**src/inc/pmbcfg_pkg.sv**
```systemverilog
`default_nettype none
package pmbcfg_pkg;

	// ==========================================================
	// command codes
	localparam logic [7:0] CMD_COMM_STATUS  = 8'h7a;
	localparam logic [7:0] CMD_INPUT_STATUS = 8'h7c;
	localparam logic [7:0] CMD_TEMP_STATUS  = 8'h7d;
	localparam logic [7:0] CMD_INPUT_VOLTAGE_READING     = 8'h88;
	localparam logic [7:0] CMD_READ_VOUT    = 8'h8b;
	localparam logic [7:0] CMD_READ_IOUT    = 8'h8c;
	localparam logic [7:0] CMD_READ_TEMP    = 8'h8d;
	localparam logic [7:0] CMD_MODULE_TYPE  = 8'hd0;
	localparam logic [7:0] CMD_VOUT_GAIN    = 8'hd1;
	localparam logic [7:0] CMD_VOUT_OFS     = 8'hd2;
	localparam logic [7:0] CMD_VIN_GAIN     = 8'hd3;
	localparam logic [7:0] CMD_VIN_OFS      = 8'hd4;
	localparam logic [7:0] CMD_IOUT_GAIN    = 8'hd6;
	localparam logic [7:0] CMD_IOUT_OFS     = 8'hd7;
	localparam logic [7:0] CMD_FW_REV       = 8'hdb;
	localparam logic [7:0] CMD_ALERT_PIN    = 8'he0;

	// ==========================================================
	// status byte layouts
	localparam int         IN_OV_BIT      = 7;
	localparam int         IN_UV_BIT      = 4;
	localparam int         IN_OFF_BIT     = 3;
	localparam int         OT_FAULT_BIT   = 7;
	localparam int         OT_WARN_BIT    = 6;
	localparam int         COMM_CMD_BIT   = 7;
	localparam int         COMM_DATA_BIT  = 6;
	localparam int         COMM_PEC_BIT   = 5;
	localparam logic [7:0] IN_IMPL_MASK   = 8'h98;
	localparam logic [7:0] TEMP_IMPL_MASK = 8'hc0;
	localparam logic [7:0] COMM_IMPL_MASK = 8'he0;
	localparam logic [7:0] BYTE_ZERO      = 8'h00;

	// ==========================================================
	// calibration trims
	localparam int          TRIM_W        = 16;
	localparam int          TRIM_DEPTH    = 6;
	localparam int          TRIM_AW       = 3;
	localparam logic [15:0] GAIN_DEFAULT  = 16'h2000;
	localparam logic [15:0] GAIN_MIN      = 16'h1999;
	localparam logic [15:0] GAIN_MAX      = 16'h2666;
	localparam int          EXP_MSB       = 15;
	localparam int          EXP_LSB       = 11;
	localparam logic [4:0]  EXP_VOUT_OFS  = 5'h14;
	localparam logic [4:0]  EXP_VIN_OFS   = 5'h1d;
	localparam logic [4:0]  EXP_IOUT_OFS  = 5'h1c;
	localparam logic [10:0] MANT_ZERO     = 11'h000;
	localparam logic [2:0]  TRIM_VOUT_GAIN = 3'h0;
	localparam logic [2:0]  TRIM_VOUT_OFS  = 3'h1;
	localparam logic [2:0]  TRIM_VIN_GAIN  = 3'h2;
	localparam logic [2:0]  TRIM_VIN_OFS   = 3'h3;
	localparam logic [2:0]  TRIM_IOUT_GAIN = 3'h4;
	localparam logic [2:0]  TRIM_IOUT_OFS  = 3'h5;
	localparam logic [TRIM_DEPTH*TRIM_W-1:0] TRIM_INIT = {
		EXP_IOUT_OFS, MANT_ZERO, GAIN_DEFAULT,
		EXP_VIN_OFS, MANT_ZERO, GAIN_DEFAULT,
		EXP_VOUT_OFS, MANT_ZERO, GAIN_DEFAULT};

	// ==========================================================
	// module type and alert/pin configuration
	localparam int         MT_WPE_BIT      = 1;
	localparam int         MT_NAME_LSB     = 2;
	localparam logic       MT_WPE_DEFAULT  = 1'b1;
	localparam int         CFG_ARA_BIT     = 4;
	localparam logic [3:0] ASSIGN_ONOFF_PG = 4'h0;
	localparam logic [3:0] ASSIGN_TRIM_PG  = 4'h1;
	localparam logic [3:0] ASSIGN_TRIM_ONF = 4'h2;
	localparam logic [6:0] ARA_ADDR        = 7'h0c;

	typedef enum logic [1:0] {
		PF_ONOFF = 2'h0,
		PF_TRIM  = 2'h1,
		PF_PGOOD = 2'h3
	} pmbcfg_pinfunc_t;

	// ==========================================================
	// helpers
	function automatic logic gain_ok(input logic [15:0] w);
		return (w >= GAIN_MIN) && (w <= GAIN_MAX);
	endfunction

	function automatic logic [4:0] offset_exp(input logic [2:0] idx);
		logic [4:0] e;
		e = EXP_VOUT_OFS;
		if (idx == TRIM_VIN_OFS) begin
			e = EXP_VIN_OFS;
		end else if (idx == TRIM_IOUT_OFS) begin
			e = EXP_IOUT_OFS;
		end
		return e;
	endfunction

	function automatic logic trim_data_ok(input logic [2:0] idx, input logic [15:0] w);
		logic ok;
		ok = gain_ok(w);
		if (idx[0]) begin
			ok = (w[EXP_MSB:EXP_LSB] == offset_exp(idx));
		end
		return ok;
	endfunction

	function automatic logic [2:0] trim_index(input logic [7:0] code);
		logic [2:0] idx;
		idx = TRIM_VOUT_GAIN;
		case (code)
			CMD_VOUT_OFS:  idx = TRIM_VOUT_OFS;
			CMD_VIN_GAIN:  idx = TRIM_VIN_GAIN;
			CMD_VIN_OFS:   idx = TRIM_VIN_OFS;
			CMD_IOUT_GAIN: idx = TRIM_IOUT_GAIN;
			CMD_IOUT_OFS:  idx = TRIM_IOUT_OFS;
			default:       idx = TRIM_VOUT_GAIN;
		endcase
		return idx;
	endfunction

	function automatic logic is_trim(input logic [7:0] code);
		return (code == CMD_VOUT_GAIN) || (code == CMD_VOUT_OFS) ||
			(code == CMD_VIN_GAIN) || (code == CMD_VIN_OFS) ||
			(code == CMD_IOUT_GAIN) || (code == CMD_IOUT_OFS);
	endfunction

endpackage
`default_nettype wire

```
**src/logic/pmbcfg_regs.sv**
```systemverilog
// Function
// RULE1 - the input status byte carries overvoltage in bit 7, undervoltage in bit 4 and low-input unit-off in bit 3, each clearable, other bits zero.
// RULE2 - the temperature status byte carries overtemperature fault in bit 7 and warning in bit 6, each clearable, bits 5 to 0 zero.
// RULE3 - the communication status byte sets bit 7 on an unknown command, bit 6 on invalid data and bit 5 on a checksum failure, other bits zero.
// RULE4 - the read gain trims default to 0x2000 and only values from 0x1999 to 0x2666 are accepted, the current gain included.
// RULE5 - offset trims only accept words whose exponent is -12 for output voltage, -3 for input voltage and -4 for current.
// RULE6 - every gain and offset trim write is refused while write protect is on, and the trims are kept as stored factors.
// RULE7 - bit 1 of the module type low byte is the write protect enable, bit 0 and the high byte read zero.
// RULE8 - bits 7 to 2 of the module type low byte hold a six-bit name whose top bit marks an isolated design.
// RULE9 - the firmware revision is read only and returns four BCD nibbles: major, minor, build high, build low.
// RULE10 - with bit 4 clear the device keeps its resistor address, with it set it answers only the alert response address while alerting.
// reset loads the alert response address here even with bit 4 clear; the resistor address follows at the first edge after release.
// RULE11 - bits 3 to 0 pick the pin functions: 0000 on/off and power good, 0001 trim and power good, 0010 trim and on/off.
// RULE12 - on the load-sharing variant the pin assignment stays 0000 and other codes are refused.
// RULE13 - the four telemetry commands are read-only words returning the latest measurement, and writing them is an unsupported command.
`timescale 1ns/1ps
`default_nettype none
module pmbcfg_regs
	import pmbcfg_pkg::*;
#(
	parameter logic [15:0] FW_REV      = 16'h0000,
	// arbitrary name code, top bit set for an isolated design
	parameter logic [5:0]  MODULE_NAME = 6'h2d
) (
	input  wire logic                   sys_clk,
	input  wire logic                   rst_n,
	input  wire logic                   reqValid,
	input  wire logic                   reqWrite,
	input  wire logic [7:0]             reqCode,
	input  wire logic [15:0]            reqData,
	input  wire logic                   reqPecOk,
	output var  logic                   rspValid_q,
	output var  logic [15:0]            rdData_q,
	input  wire logic                   vinOvEvt,
	input  wire logic                   vinUvEvt,
	input  wire logic                   lowVinOffEvt,
	input  wire logic                   otFaultEvt,
	input  wire logic                   otWarnEvt,
	input  wire logic [15:0]            vinMeas,
	input  wire logic [15:0]            voutMeas,
	input  wire logic [15:0]            ioutMeas,
	input  wire logic [15:0]            tempMeas,
	input  wire logic                   loadShareStrap,
	input  wire logic                   smbAlertActive,
	input  wire logic [6:0]             resistorAddr,
	output var  logic [6:0]             respondAddr_q,
	output var  logic                   writeProtect_q,
	output var  pmbcfg_pinfunc_t        pin1Func_q,
	output var  pmbcfg_pinfunc_t        pin2Func_q
);

	// ==========================================================
	// request decode
	logic        cmdKnown;
	logic        cmdReadOnly;
	logic        wrReq;
	logic        rdReq;
	logic        badCmd;
	logic        pecBad;
	logic        wrOk;
	logic        trimHit;
	logic [2:0]  trimIdx;
	logic        trimDataOk;
	logic        trimWe;
	logic        cfgHit;
	logic        cfgDataOk;
	logic        cfgWe;
	logic        dataBad;
	logic        araEn_q;
	logic [3:0]  pinAssign_q;
	logic        loadShare_q;
	logic        strapTaken_q;
	logic        rdPend_q;
	logic [7:0]  rdCode_q;
	logic [15:0] trimRd;
	logic [7:0]  inFlags;
	logic [7:0]  tempFlags;
	logic [7:0]  commFlags;
	logic [7:0]  inSet;
	logic [7:0]  tempSet;
	logic [7:0]  commSet;
	logic [7:0]  inClr;
	logic [7:0]  tempClr;
	logic [15:0] rdData_d;

	always_comb begin
		cmdKnown    = 1'b1;
		cmdReadOnly = 1'b0;
		case (reqCode)
			CMD_COMM_STATUS, CMD_INPUT_STATUS, CMD_TEMP_STATUS: begin
				cmdReadOnly = 1'b0;
			end
			CMD_INPUT_VOLTAGE_READING, CMD_READ_VOUT, CMD_READ_IOUT, CMD_READ_TEMP: begin
				cmdReadOnly = 1'b1; // RULE13
			end
			CMD_FW_REV: begin
				cmdReadOnly = 1'b1; // RULE9
			end
			CMD_MODULE_TYPE, CMD_ALERT_PIN: begin
				cmdReadOnly = 1'b0;
			end
			default: begin
				cmdKnown = is_trim(reqCode);
			end
		endcase
	end

	assign wrReq   = reqValid && reqWrite;
	assign rdReq   = reqValid && !reqWrite;
	assign badCmd  = reqValid && (!cmdKnown || (reqWrite && cmdReadOnly)); // RULE13
	assign pecBad  = wrReq && cmdKnown && !cmdReadOnly && !reqPecOk;
	assign wrOk    = wrReq && cmdKnown && !cmdReadOnly && reqPecOk;

	assign trimHit    = is_trim(reqCode);
	assign trimIdx    = trim_index(reqCode);
	assign trimDataOk = trim_data_ok(trimIdx, reqData); // RULE4 RULE5
	assign trimWe     = wrOk && trimHit && trimDataOk && !writeProtect_q; // RULE6

	// the variant may only ever hold the default assignment
	assign cfgHit    = (reqCode == CMD_ALERT_PIN);
	assign cfgDataOk = (reqData[3:0] == ASSIGN_ONOFF_PG) ||
		(!loadShare_q && ((reqData[3:0] == ASSIGN_TRIM_PG) ||
		(reqData[3:0] == ASSIGN_TRIM_ONF))); // RULE11 RULE12
	assign cfgWe     = wrOk && cfgHit && cfgDataOk;

	// protected trim writes report as invalid data so software sees the refusal
	assign dataBad = wrOk && ((trimHit && (!trimDataOk || writeProtect_q)) ||
		(cfgHit && !cfgDataOk)); // RULE6

	// ==========================================================
	// status bytes
	always_comb begin
		inSet                 = BYTE_ZERO;
		inSet[IN_OV_BIT]      = vinOvEvt;
		inSet[IN_UV_BIT]      = vinUvEvt;
		inSet[IN_OFF_BIT]     = lowVinOffEvt; // RULE1
		tempSet               = BYTE_ZERO;
		tempSet[OT_FAULT_BIT] = otFaultEvt;
		tempSet[OT_WARN_BIT]  = otWarnEvt; // RULE2
		commSet               = BYTE_ZERO;
		commSet[COMM_CMD_BIT] = badCmd;
		commSet[COMM_DATA_BIT] = dataBad;
		commSet[COMM_PEC_BIT] = pecBad; // RULE3
	end

	assign inClr   = (wrOk && (reqCode == CMD_INPUT_STATUS)) ? reqData[7:0] : BYTE_ZERO;
	assign tempClr = (wrOk && (reqCode == CMD_TEMP_STATUS)) ? reqData[7:0] : BYTE_ZERO;

	pmbcfg_flag_byte #(
		.IMPL    (IN_IMPL_MASK)
	) u_input_flags (
		.sys_clk (sys_clk),
		.rst_n   (rst_n),
		.setEvt  (inSet),
		.clrMask (inClr),
		.flags_q (inFlags)
	); // RULE1

	pmbcfg_flag_byte #(
		.IMPL    (TEMP_IMPL_MASK)
	) u_temp_flags (
		.sys_clk (sys_clk),
		.rst_n   (rst_n),
		.setEvt  (tempSet),
		.clrMask (tempClr),
		.flags_q (tempFlags)
	); // RULE2

	pmbcfg_flag_byte #(
		.IMPL    (COMM_IMPL_MASK)
	) u_comm_flags (
		.sys_clk (sys_clk),
		.rst_n   (rst_n),
		.setEvt  (commSet),
		.clrMask ((wrOk && (reqCode == CMD_COMM_STATUS)) ? reqData[7:0] : BYTE_ZERO),
		.flags_q (commFlags)
	); // RULE3

	// ==========================================================
	// calibration trims
	pmbcfg_trim_mem #(
		.WIDTH    (TRIM_W),
		.DEPTH    (TRIM_DEPTH),
		.AW       (TRIM_AW),
		.INIT     (TRIM_INIT)
	) u_trims (
		.sys_clk  (sys_clk),
		.rst_n    (rst_n),
		.we       (trimWe),
		.wrAddr   (trimIdx),
		.wrData   (reqData),
		.rdAddr   (trimIdx),
		.rdData_q (trimRd)
	); // RULE4 RULE6

	// ==========================================================
	// module type, write protect
	// the name code is fixed; only the protect bit takes a write
	always_ff @(posedge sys_clk or negedge rst_n) begin
		if (!rst_n) begin
			writeProtect_q <= MT_WPE_DEFAULT;
		end else if (wrOk && (reqCode == CMD_MODULE_TYPE)) begin
			writeProtect_q <= reqData[MT_WPE_BIT]; // RULE7
		end
	end

	// ==========================================================
	// alert and pin configuration
	// strap caught on the first edge after release, never by the reset itself
	always_ff @(posedge sys_clk or negedge rst_n) begin
		if (!rst_n) begin
			loadShare_q  <= 1'b0;
			strapTaken_q <= 1'b0;
		end else if (!strapTaken_q) begin
			loadShare_q  <= loadShareStrap;
			strapTaken_q <= 1'b1;
		end
	end

	always_ff @(posedge sys_clk or negedge rst_n) begin
		if (!rst_n) begin
			araEn_q     <= 1'b0;
			pinAssign_q <= ASSIGN_ONOFF_PG;
		end else if (!strapTaken_q && loadShareStrap) begin
			pinAssign_q <= ASSIGN_ONOFF_PG; // RULE12
		end else if (cfgWe) begin
			araEn_q     <= reqData[CFG_ARA_BIT];
			pinAssign_q <= reqData[3:0]; // RULE11
		end
	end

	always_ff @(posedge sys_clk or negedge rst_n) begin
		if (!rst_n) begin
			respondAddr_q <= ARA_ADDR;
		end else if (araEn_q && smbAlertActive) begin
			respondAddr_q <= ARA_ADDR; // RULE10
		end else begin
			respondAddr_q <= resistorAddr; // RULE10
		end
	end

	always_ff @(posedge sys_clk or negedge rst_n) begin
		if (!rst_n) begin
			pin1Func_q <= PF_ONOFF;
			pin2Func_q <= PF_PGOOD;
		end else begin
			case (pinAssign_q)
				ASSIGN_TRIM_PG: begin
					pin1Func_q <= PF_TRIM;
					pin2Func_q <= PF_PGOOD;
				end
				ASSIGN_TRIM_ONF: begin
					pin1Func_q <= PF_TRIM;
					pin2Func_q <= PF_ONOFF;
				end
				default: begin
					pin1Func_q <= PF_ONOFF;
					pin2Func_q <= PF_PGOOD;
				end
			endcase // RULE11
		end
	end

	// ==========================================================
	// read path: the trim store answers one edge late, so every read
	// answers one edge after it is taken to keep the timing uniform
	always_ff @(posedge sys_clk or negedge rst_n) begin
		if (!rst_n) begin
			rdPend_q <= 1'b0;
			rdCode_q <= BYTE_ZERO;
		end else begin
			rdPend_q <= rdReq;
			rdCode_q <= reqCode;
		end
	end

	always_comb begin
		rdData_d = {BYTE_ZERO, BYTE_ZERO};
		case (rdCode_q)
			CMD_INPUT_STATUS: rdData_d = {BYTE_ZERO, inFlags};
			CMD_TEMP_STATUS:  rdData_d = {BYTE_ZERO, tempFlags};
			CMD_COMM_STATUS:  rdData_d = {BYTE_ZERO, commFlags};
			CMD_INPUT_VOLTAGE_READING:     rdData_d = vinMeas; // RULE13
			CMD_READ_VOUT:    rdData_d = voutMeas;
			CMD_READ_IOUT:    rdData_d = ioutMeas;
			CMD_READ_TEMP:    rdData_d = tempMeas;
			CMD_MODULE_TYPE:  rdData_d = {BYTE_ZERO, MODULE_NAME, writeProtect_q, 1'b0}; // RULE7 RULE8
			CMD_FW_REV:       rdData_d = FW_REV; // RULE9
			CMD_ALERT_PIN:    rdData_d = {BYTE_ZERO, 3'h0, araEn_q, pinAssign_q};
			default: begin
				if (is_trim(rdCode_q)) begin
					rdData_d = trimRd;
				end
			end
		endcase
	end

	always_ff @(posedge sys_clk or negedge rst_n) begin
		if (!rst_n) begin
			rspValid_q <= 1'b0;
			rdData_q   <= 16'h0000;
		end else begin
			rspValid_q <= rdPend_q;
			if (rdPend_q) begin
				rdData_q <= rdData_d;
			end
		end
	end

endmodule
`default_nettype wire

```
**src/logic/pmbcfg_flag_byte.sv**
```systemverilog
`timescale 1ns/1ps
`default_nettype none
module pmbcfg_flag_byte #(
	parameter logic [7:0] IMPL = 8'hff
) (
	input  wire logic       sys_clk,
	input  wire logic       rst_n,
	input  wire logic [7:0] setEvt,
	input  wire logic [7:0] clrMask,
	output var  logic [7:0] flags_q
);
	// set is applied after the clear so an event in the clearing cycle survives
	always_ff @(posedge sys_clk or negedge rst_n) begin
		if (!rst_n) begin
			flags_q <= 8'h00;
		end else begin
			flags_q <= ((flags_q & ~clrMask) | setEvt) & IMPL;
		end
	end
endmodule
`default_nettype wire

```
**src/logic/pmbcfg_trim_mem.sv**
```systemverilog
`timescale 1ns/1ps
`default_nettype none
module pmbcfg_trim_mem #(
	parameter int                     WIDTH = 16,
	parameter int                     DEPTH = 6,
	parameter int                     AW    = 3,
	parameter logic [DEPTH*WIDTH-1:0] INIT  = '0
) (
	input  wire logic             sys_clk,
	input  wire logic             rst_n,
	input  wire logic             we,
	input  wire logic [AW-1:0]    wrAddr,
	input  wire logic [WIDTH-1:0] wrData,
	input  wire logic [AW-1:0]    rdAddr,
	output var  logic [WIDTH-1:0] rdData_q
);
	logic [WIDTH-1:0] mem [DEPTH];

	// stands in for the nonvolatile copy: reset reloads the stored defaults
	always_ff @(posedge sys_clk or negedge rst_n) begin
		if (!rst_n) begin
			for (int i = 0; i < DEPTH; i++) begin
				mem[i] <= INIT[i*WIDTH +: WIDTH];
			end
		end else if (we && (int'(wrAddr) < DEPTH)) begin
			mem[wrAddr] <= wrData;
		end
	end

	always_ff @(posedge sys_clk or negedge rst_n) begin
		if (!rst_n) begin
			rdData_q <= '0;
		end else if (int'(rdAddr) < DEPTH) begin
			rdData_q <= mem[rdAddr];
		end else begin
			rdData_q <= '0;
		end
	end
endmodule
`default_nettype wire

```
**config.mk**
```make
export PLATFORM = sky130hd
export DESIGN_NAME = pmbcfg_regs
export DESIGN_NICKNAME = d
export VERILOG_FILES = /design/src/inc/pmbcfg_pkg.sv /design/src/logic/pmbcfg_regs.sv /design/src/logic/pmbcfg_flag_byte.sv /design/src/logic/pmbcfg_trim_mem.sv
export SDC_FILE = /design/constraint.sdc
export NUM_CORES = 1
export LEC_CHECK = 0
export ABC_AREA = 0
export ABC_CLOCK_PERIOD_IN_PS = 2530
export CAP_MARGIN = 20
export CORE_MARGIN = 2
export CORE_UTILIZATION = 46
export DETAILED_ROUTE_END_ITERATION = 6
export DONT_BUFFER_PORTS = 1
export PLACE_DENSITY_LB_ADDON = 0.15
export SETUP_SLACK_MARGIN = 0.2
export SLEW_MARGIN = 10
export SYNTH_ARGS = -nofsm -noshare
export SYNTH_HDL_FRONTEND = slang
export SYNTH_SLANG_ARGS = --single-unit
```
**constraint.sdc**
```tcl
create_clock -name sys_clk -period 2.53 [get_ports sys_clk]
set_input_delay 0.1265 -clock sys_clk [delete_from_list [all_inputs] [get_ports sys_clk]]
set_output_delay 0.1265 -clock sys_clk [all_outputs]
set_load 0.05 [all_outputs]
```
### After elaboration in Yosys (flattened, before gate mapping)

Cells that the tools add are included.

* output and inout port bits: 29
* register bits: 165

* reduce and logical (&&, ||, !) cells: 56
* eq/ne operators: 39
* magnitude comparators: 5
* multiplexer cells: 24
* bitwise logic cells: 11

Operators with widths (count)
* 8-bit equality test, second input constant: 26
* 16-bit one-hot mux with 10 select lines: 1
* 96-bit bitwise mux: 1
* 16-bit 2-to-1 mux: 5
* 16-bit binary-select mux with 3-bit select: 1
* 16-bit demux with 3-bit select: 1
* 8-bit by 7-bit equality test with 1-bit output, second input constant: 6
* 1-bit logical AND: 26
* 8-bit AND: 3
* 8-bit 2-to-1 mux: 3
* 8-bit NOT: 3
* 8-bit bitwise OR: 3
* 16-bit by 13-bit >= comparator with 1-bit output, second input constant: 1
* 16-bit by 14-bit less-or-equal comparator with 1-bit output, second input constant: 1
* 4-bit 2-to-1 mux: 4
* 1-bit logical OR: 15
* 3-bit one-hot mux with 5 select lines: 1
* 10-bit OR reduction: 1
* 1-bit zero test: 9
* 4-bit by 1-bit equality test with 1-bit output, second input constant: 2
* 4-bit by 2-bit equality test with 1-bit output, second input constant: 2
* 7-bit 2-to-1 mux: 1
* 5-bit equality test: 1
* 5-bit 2-to-1 mux: 1
* other kinds (14): 17

### Depth between registers and ports, before layout

* depth in word-level cells: 15
* mapped depth: 9
* mapped depth without buffers: 6

### Hierarchy

From an unflattened synthesis, not the netlist that was laid out.

* cells, all modules: 710
* area, all modules: 8453.1 um^2

By module, submodules not included
* pmbcfg_trim_mem: area an instance 4926.0 um^2, times used 1, cells an instance 319, sequential area each 2817.7 um^2
* pmbcfg_regs: area an instance 3105.5 um^2, times used 1, cells an instance 348, sequential area each 1081.0 um^2
* pmbcfg_flag_byte (u_comm_flags ...): area an instance 150.1 um^2, times used 2, cells an instance 15, sequential area each 75.1 um^2
* pmbcfg_flag_byte (u_temp_flags): area an instance 121.4 um^2, times used 1, cells an instance 13, sequential area each 50.0 um^2

### Least setup slack after synthesis

OpenSTA, ideal clock, no wires.

* path kind: input -> register
* start: input reqCode[5]
* end: register u_trims.mem[22] (netlist bit)
* path slack: 0.163 ns
* stages: 8
* path buffers: 3
* library setup time: 0.125 ns
* arrival time: 2.242 ns
* cells stage by stage: nand2b_1 or3_1 buf_2 or4_1 or4_1 buf_2 buf_6 mux2_4

* longest elaborated chain between the ends: 14

RTL lines
* start, declared: RTL line pmbcfg_regs.sv:29 `input wire logic [7:0] reqCode,`
* parallel branches: the longest is 14 deep, another holds 8-bit equality test
* end signal, assigned by index: RTL line pmbcfg_trim_mem.sv:23 `mem[i] <= INIT[i*WIDTH +: WIDTH];`
* end signal, assigned by index: RTL line pmbcfg_trim_mem.sv:26 `mem[wrAddr] <= wrData;`
* end, declared: RTL line pmbcfg_trim_mem.sv:17 `logic [WIDTH-1:0] mem [DEPTH];`

Several ways; the timed one is not identified. The select of a mux whose other input is x is not followed.
A chain may end at the register's enable or synchronous reset.

### Final worst setup path

* start: register rdCode_q[4]
* end: register rdData_q[1]

* longest elaborated chain between the ends: 8

RTL lines
* start, declared: RTL line pmbcfg_regs.sv:74 `logic [7:0] rdCode_q;`
* start signal, assigned: RTL line pmbcfg_regs.sv:273 `rdCode_q <= reqCode;`
* 8-bit equality test: RTL line pmbcfg_pkg.sv:121 `return (code == CMD_VOUT_GAIN) || (code == CMD_VOUT_OFS) ||`
* 1-bit logical OR (2 in series): RTL line pmbcfg_pkg.sv:121
* 1-bit logical OR (2 in series): RTL line pmbcfg_pkg.sv:122 `(code == CMD_VIN_GAIN) || (code == CMD_VIN_OFS) ||`
* 1-bit logical OR: RTL line pmbcfg_pkg.sv:123 `(code == CMD_IOUT_GAIN) || (code == CMD_IOUT_OFS);`
* 16-bit 2-to-1 mux: RTL line pmbcfg_regs.sv:291 `if (is_trim(rdCode_q)) begin`
* 16-bit one-hot mux with 10 select lines *: RTL line pmbcfg_regs.sv:279 `case (rdCode_q)`
* end signal, assigned: RTL line pmbcfg_regs.sv:305 `rdData_q <= rdData_d;`
* end, declared: RTL line pmbcfg_regs.sv:33 `output var logic [15:0] rdData_q,`

Every way passes the cells marked *; elsewhere a longest branch is shown, timed or not.

==> impl_metrics.json <==
{
  "numCtsBuffers": 17,
  "initial_core_util_pct": 46.7,
  "synth_edf_count": 0,
  "start_kind": "flip-flop",
  "wl_per_cell_um": 22.4,
  "finalCritPeriodShare_pct": 86.7,
  "p_leak_uw": 0.00404,
  "diodes": 0,
  "rsz0062_at_grt": "no",
  "startpoint": "rdCode_q[4]",
  "yosysSeqAreaShare_pct": 55.8,
  "synth-simple-area-share_pct": 13.6,
  "ant_nets": 0,
  "drive_gt1_share_pct": 23.9,
  "root_buffer": "clkbuf_16",
  "required_ns": 2.88,
  "row_count": 46,
  "grt_pass1_vias": 5832,
  "violations": "negative hold slack",
  "ys_async_sr_fraction_pct": 100,
  "vias_per_cell": 5.96,
  "cts.sinks": 163,
  "cp_data_arrival_time_ns": 2.54,
  "hp-class": "input pin to async pin",
  "synthToLayoutAreaGrowth_pct": 24.3,
  "synthesis.area_mm2": 0.00734,
  "htree_levels": 4,
  "die_h_um": 130,
  "ys.flop_type": "dfrtp_1",
  "cpMaxStageDelayCell": "dlygate4sd3_1",
  "endpoint_kind": "flip-flop",
  "nets": 826,
  "grt_pass1_wl_um": 32000,
  "wl_um": 21300,
  "slew_headroom_pct": 52.7,
  "overflow": 0,
  "worst_slack_ns": 0.336,
  "syn_nets": 736,
  "synth_cell_types": 56,
  "synthAdderAreaFrac_pct": 0.136,
  "final-hold-violation-count": 163,
  "portBuffers": 0,
  "rr_endpoint": "rdData_q[1]",
  "max_stage_delay_ns": 0.57,
  "grt_antenna_before_repair": 0,
  "grt_max_degree": 164,
  "dp_hpwl_um": 13600,
  "run_status": "complete, but fails checks",
  "drc": 0,
  "ys_warn_count": 0,
  "grt_util_all_layers_pct": 25.5,
  "whs_ns": -0.606,
  "synth_top_family_by_area": "multiplexers",
  "setup_tns_ns": 0,
  "hold_buffers": 87,
  "clock_skew_ns": 0.00732,
  "die_w_um": 130,
  "yosys-top-cells-area": "dfrtp_1, mux2_2, dfstp_2",
  "worst_pin_slew_ns": 0.708,
  "setup_violations": 0,
  "globalplace.congestion": 0.901,
  "design.portCount": 136,
  "cts_tree": "yes",
  "path_clk_slew_ns": 0.06,
  "cp_cell_sequence": "nand2b_1, or3_4, nor3_2, buf_6, a22oi_1, dlygate4sd3_1, a31oi_1",
  "period_minus_slack_ns": 2.19,
  "synth_mux_area_share_pct": 15.1,
  "routed-via-count": 5652,
  "drt_iter0_markers": 408,
  "synth.ff_latch_count": 163,
  "fmax_mhz": 456,
  "design.die.area_mm2": 0.0170,
  "yosysTopAreaCellShare_pct": 50.1,
  "cts_setup_buffers": 0,
  "ctsLongestPathBuffers": 2,
  "synth_commonest_cells": "dfrtp_1, mux2_2, nor2_1",
  "drt_pass1_iterations": 5,
  "core_area_mm2": 0.0157,
  "drv_slew": 0,
  "clk_latency_ns": 0.43,
  "syn_inst": 629,
  "place_ws_ns": 0.162,
  "synth_compound_area_share_pct": 12.2,
  "r2r_setup_slack_ns": 0.34,
  "crit_fanout": 15,
  "max_cap_violations": 0,
  "powerDensity_mw_per_mm2": 630,
  "syn_area_per_cell_um2": 11.7,
  "vdd_ir_drop_max_v": 0.000533,
  "fill_cells": 1301,
  "crit_type": "flip-flop to flip-flop",
  "r2r.worst_path.cells": 7,
  "yosysTopAreaCell": "dfrtp_1",
  "synth_xor_area_share_pct": 0.239,
  "timing.rr.start": "rdCode_q[4]",
  "synth_most_common_cell": "dfrtp_1"
}
## cells by family (layout without fill, tap and decap cells)
logic type,Yosys count,in the layout
mux,96,96
xor+xnor,2,2
buf+inv,48,151
other cells,2,2
fa+ha+maj,1,1
compound gates,121,121
simple gates,196,196
flops,163,163
## timing repair
item / CTS / global route
endpoints found under the setup margin: 0 / 1
endpoints found under the hold margin: 285 / 163
resized for setup: 0 / 4
## sequential cells by signal (all words and copies together) (netlist names), 2 cells and up
register               count
u_comm_flags.flags_q       3
pinAssign_q                4
u_temp_flags.flags_q       2
respondAddr_q              7
u_input_flags.flags_q      3
rdCode_q                   8
u_trims.mem               96
u_trims.rdData_q          16
rdData_q                  16
## metal layers
layer  track usage [%]  share of wire, %
met5                 0                 0
met4              10.3               2.8
met3              6.52               7.5
met2              39.9                46
met1              34.2                44
## placed cells by master, fill, tap and decap left out, drive strengths merged, types with 4 or more instances in the layout
cell type    synthesis  layout
dfrtp              147     147
mux2                92      92
dlygate4sd3          0      87
nor2                49      49
nand2               35      35
o22ai               31      31
nor3                26      26
buf                 14      23
a22oi               20      20
clkbuf              25      20
dfstp               16      16
nand3               14      14
and2                14      14
inv                  9      13
nand2b              10      10
a21oi                9       9
a221oi               9       9
nor2b                8       8
a31oi                8       8
a41oi                8       8
a21o                 7       7
or2                  7       7
or3                  7       7
nor4                 6       6
o21ai                6       6
nor4b                5       5
mux2i                4       4
clkinvlp             0       4
## layout make-up
class	count	area (um^2)	share of cell area, %
Multi-Input combinational cell	418	3060	33.6
Sequential cell	163	4100	45.0
Inverter	9	33.8	0.370
Tap cell	216	270	2.96
Timing Repair Buffer	110	1050	11.5
Clock inverter	12	145	1.59
Clock buffer	20	457	5.01
## critical path, delay by kind of cell, from the launching register on
family / cells / cell delay [ns]
and+or+nand+nor: 3 / 0.73
AOI/OAI and AO/OA: 2 / 0.21
buffers and inverters: 2 / 0.77
DFF: 1 / 0.40
## where the power goes
part	leakage (uW)	internal [uW]	switching, uW
combinational	0.00165	154	132
clock	0.000282	1520	1090
sequential	0.00211	2660	179
total	0.00404	4340	1410
## per-stage QoR
stage               area [um^2]  total power, uW  cells  hold slack, ns  utilization [%]
finish                     9120             5750    948          -0.606             58.0
detailed placement         7630             3040    829          -0.164             48.6
floorplan                  7360             3020    629          -0.169                -
global route               9120             5910    948          -0.623             58.0
global placement           7630             3030    829          -0.165             48.6
CTS                        9110             5770    948          -0.621             58.0
## how the worst max path moves through the flow
stage	to	slack, ns	cells after the start
2_1_floorplan	u_trims.mem[22]	0.19	8
3_3_place_gp	u_trims.mem[26]	0.16	6
3_5_place_dp	u_trims.mem[28]	0.16	6
4_1_cts	rdData_q[1]	0.27	7
5_1_grt	rdData_q[1]	0.23	7
6_report	rdData_q[1]	0.34	7
Note: power is estimated with default switching activity, not from simulation.
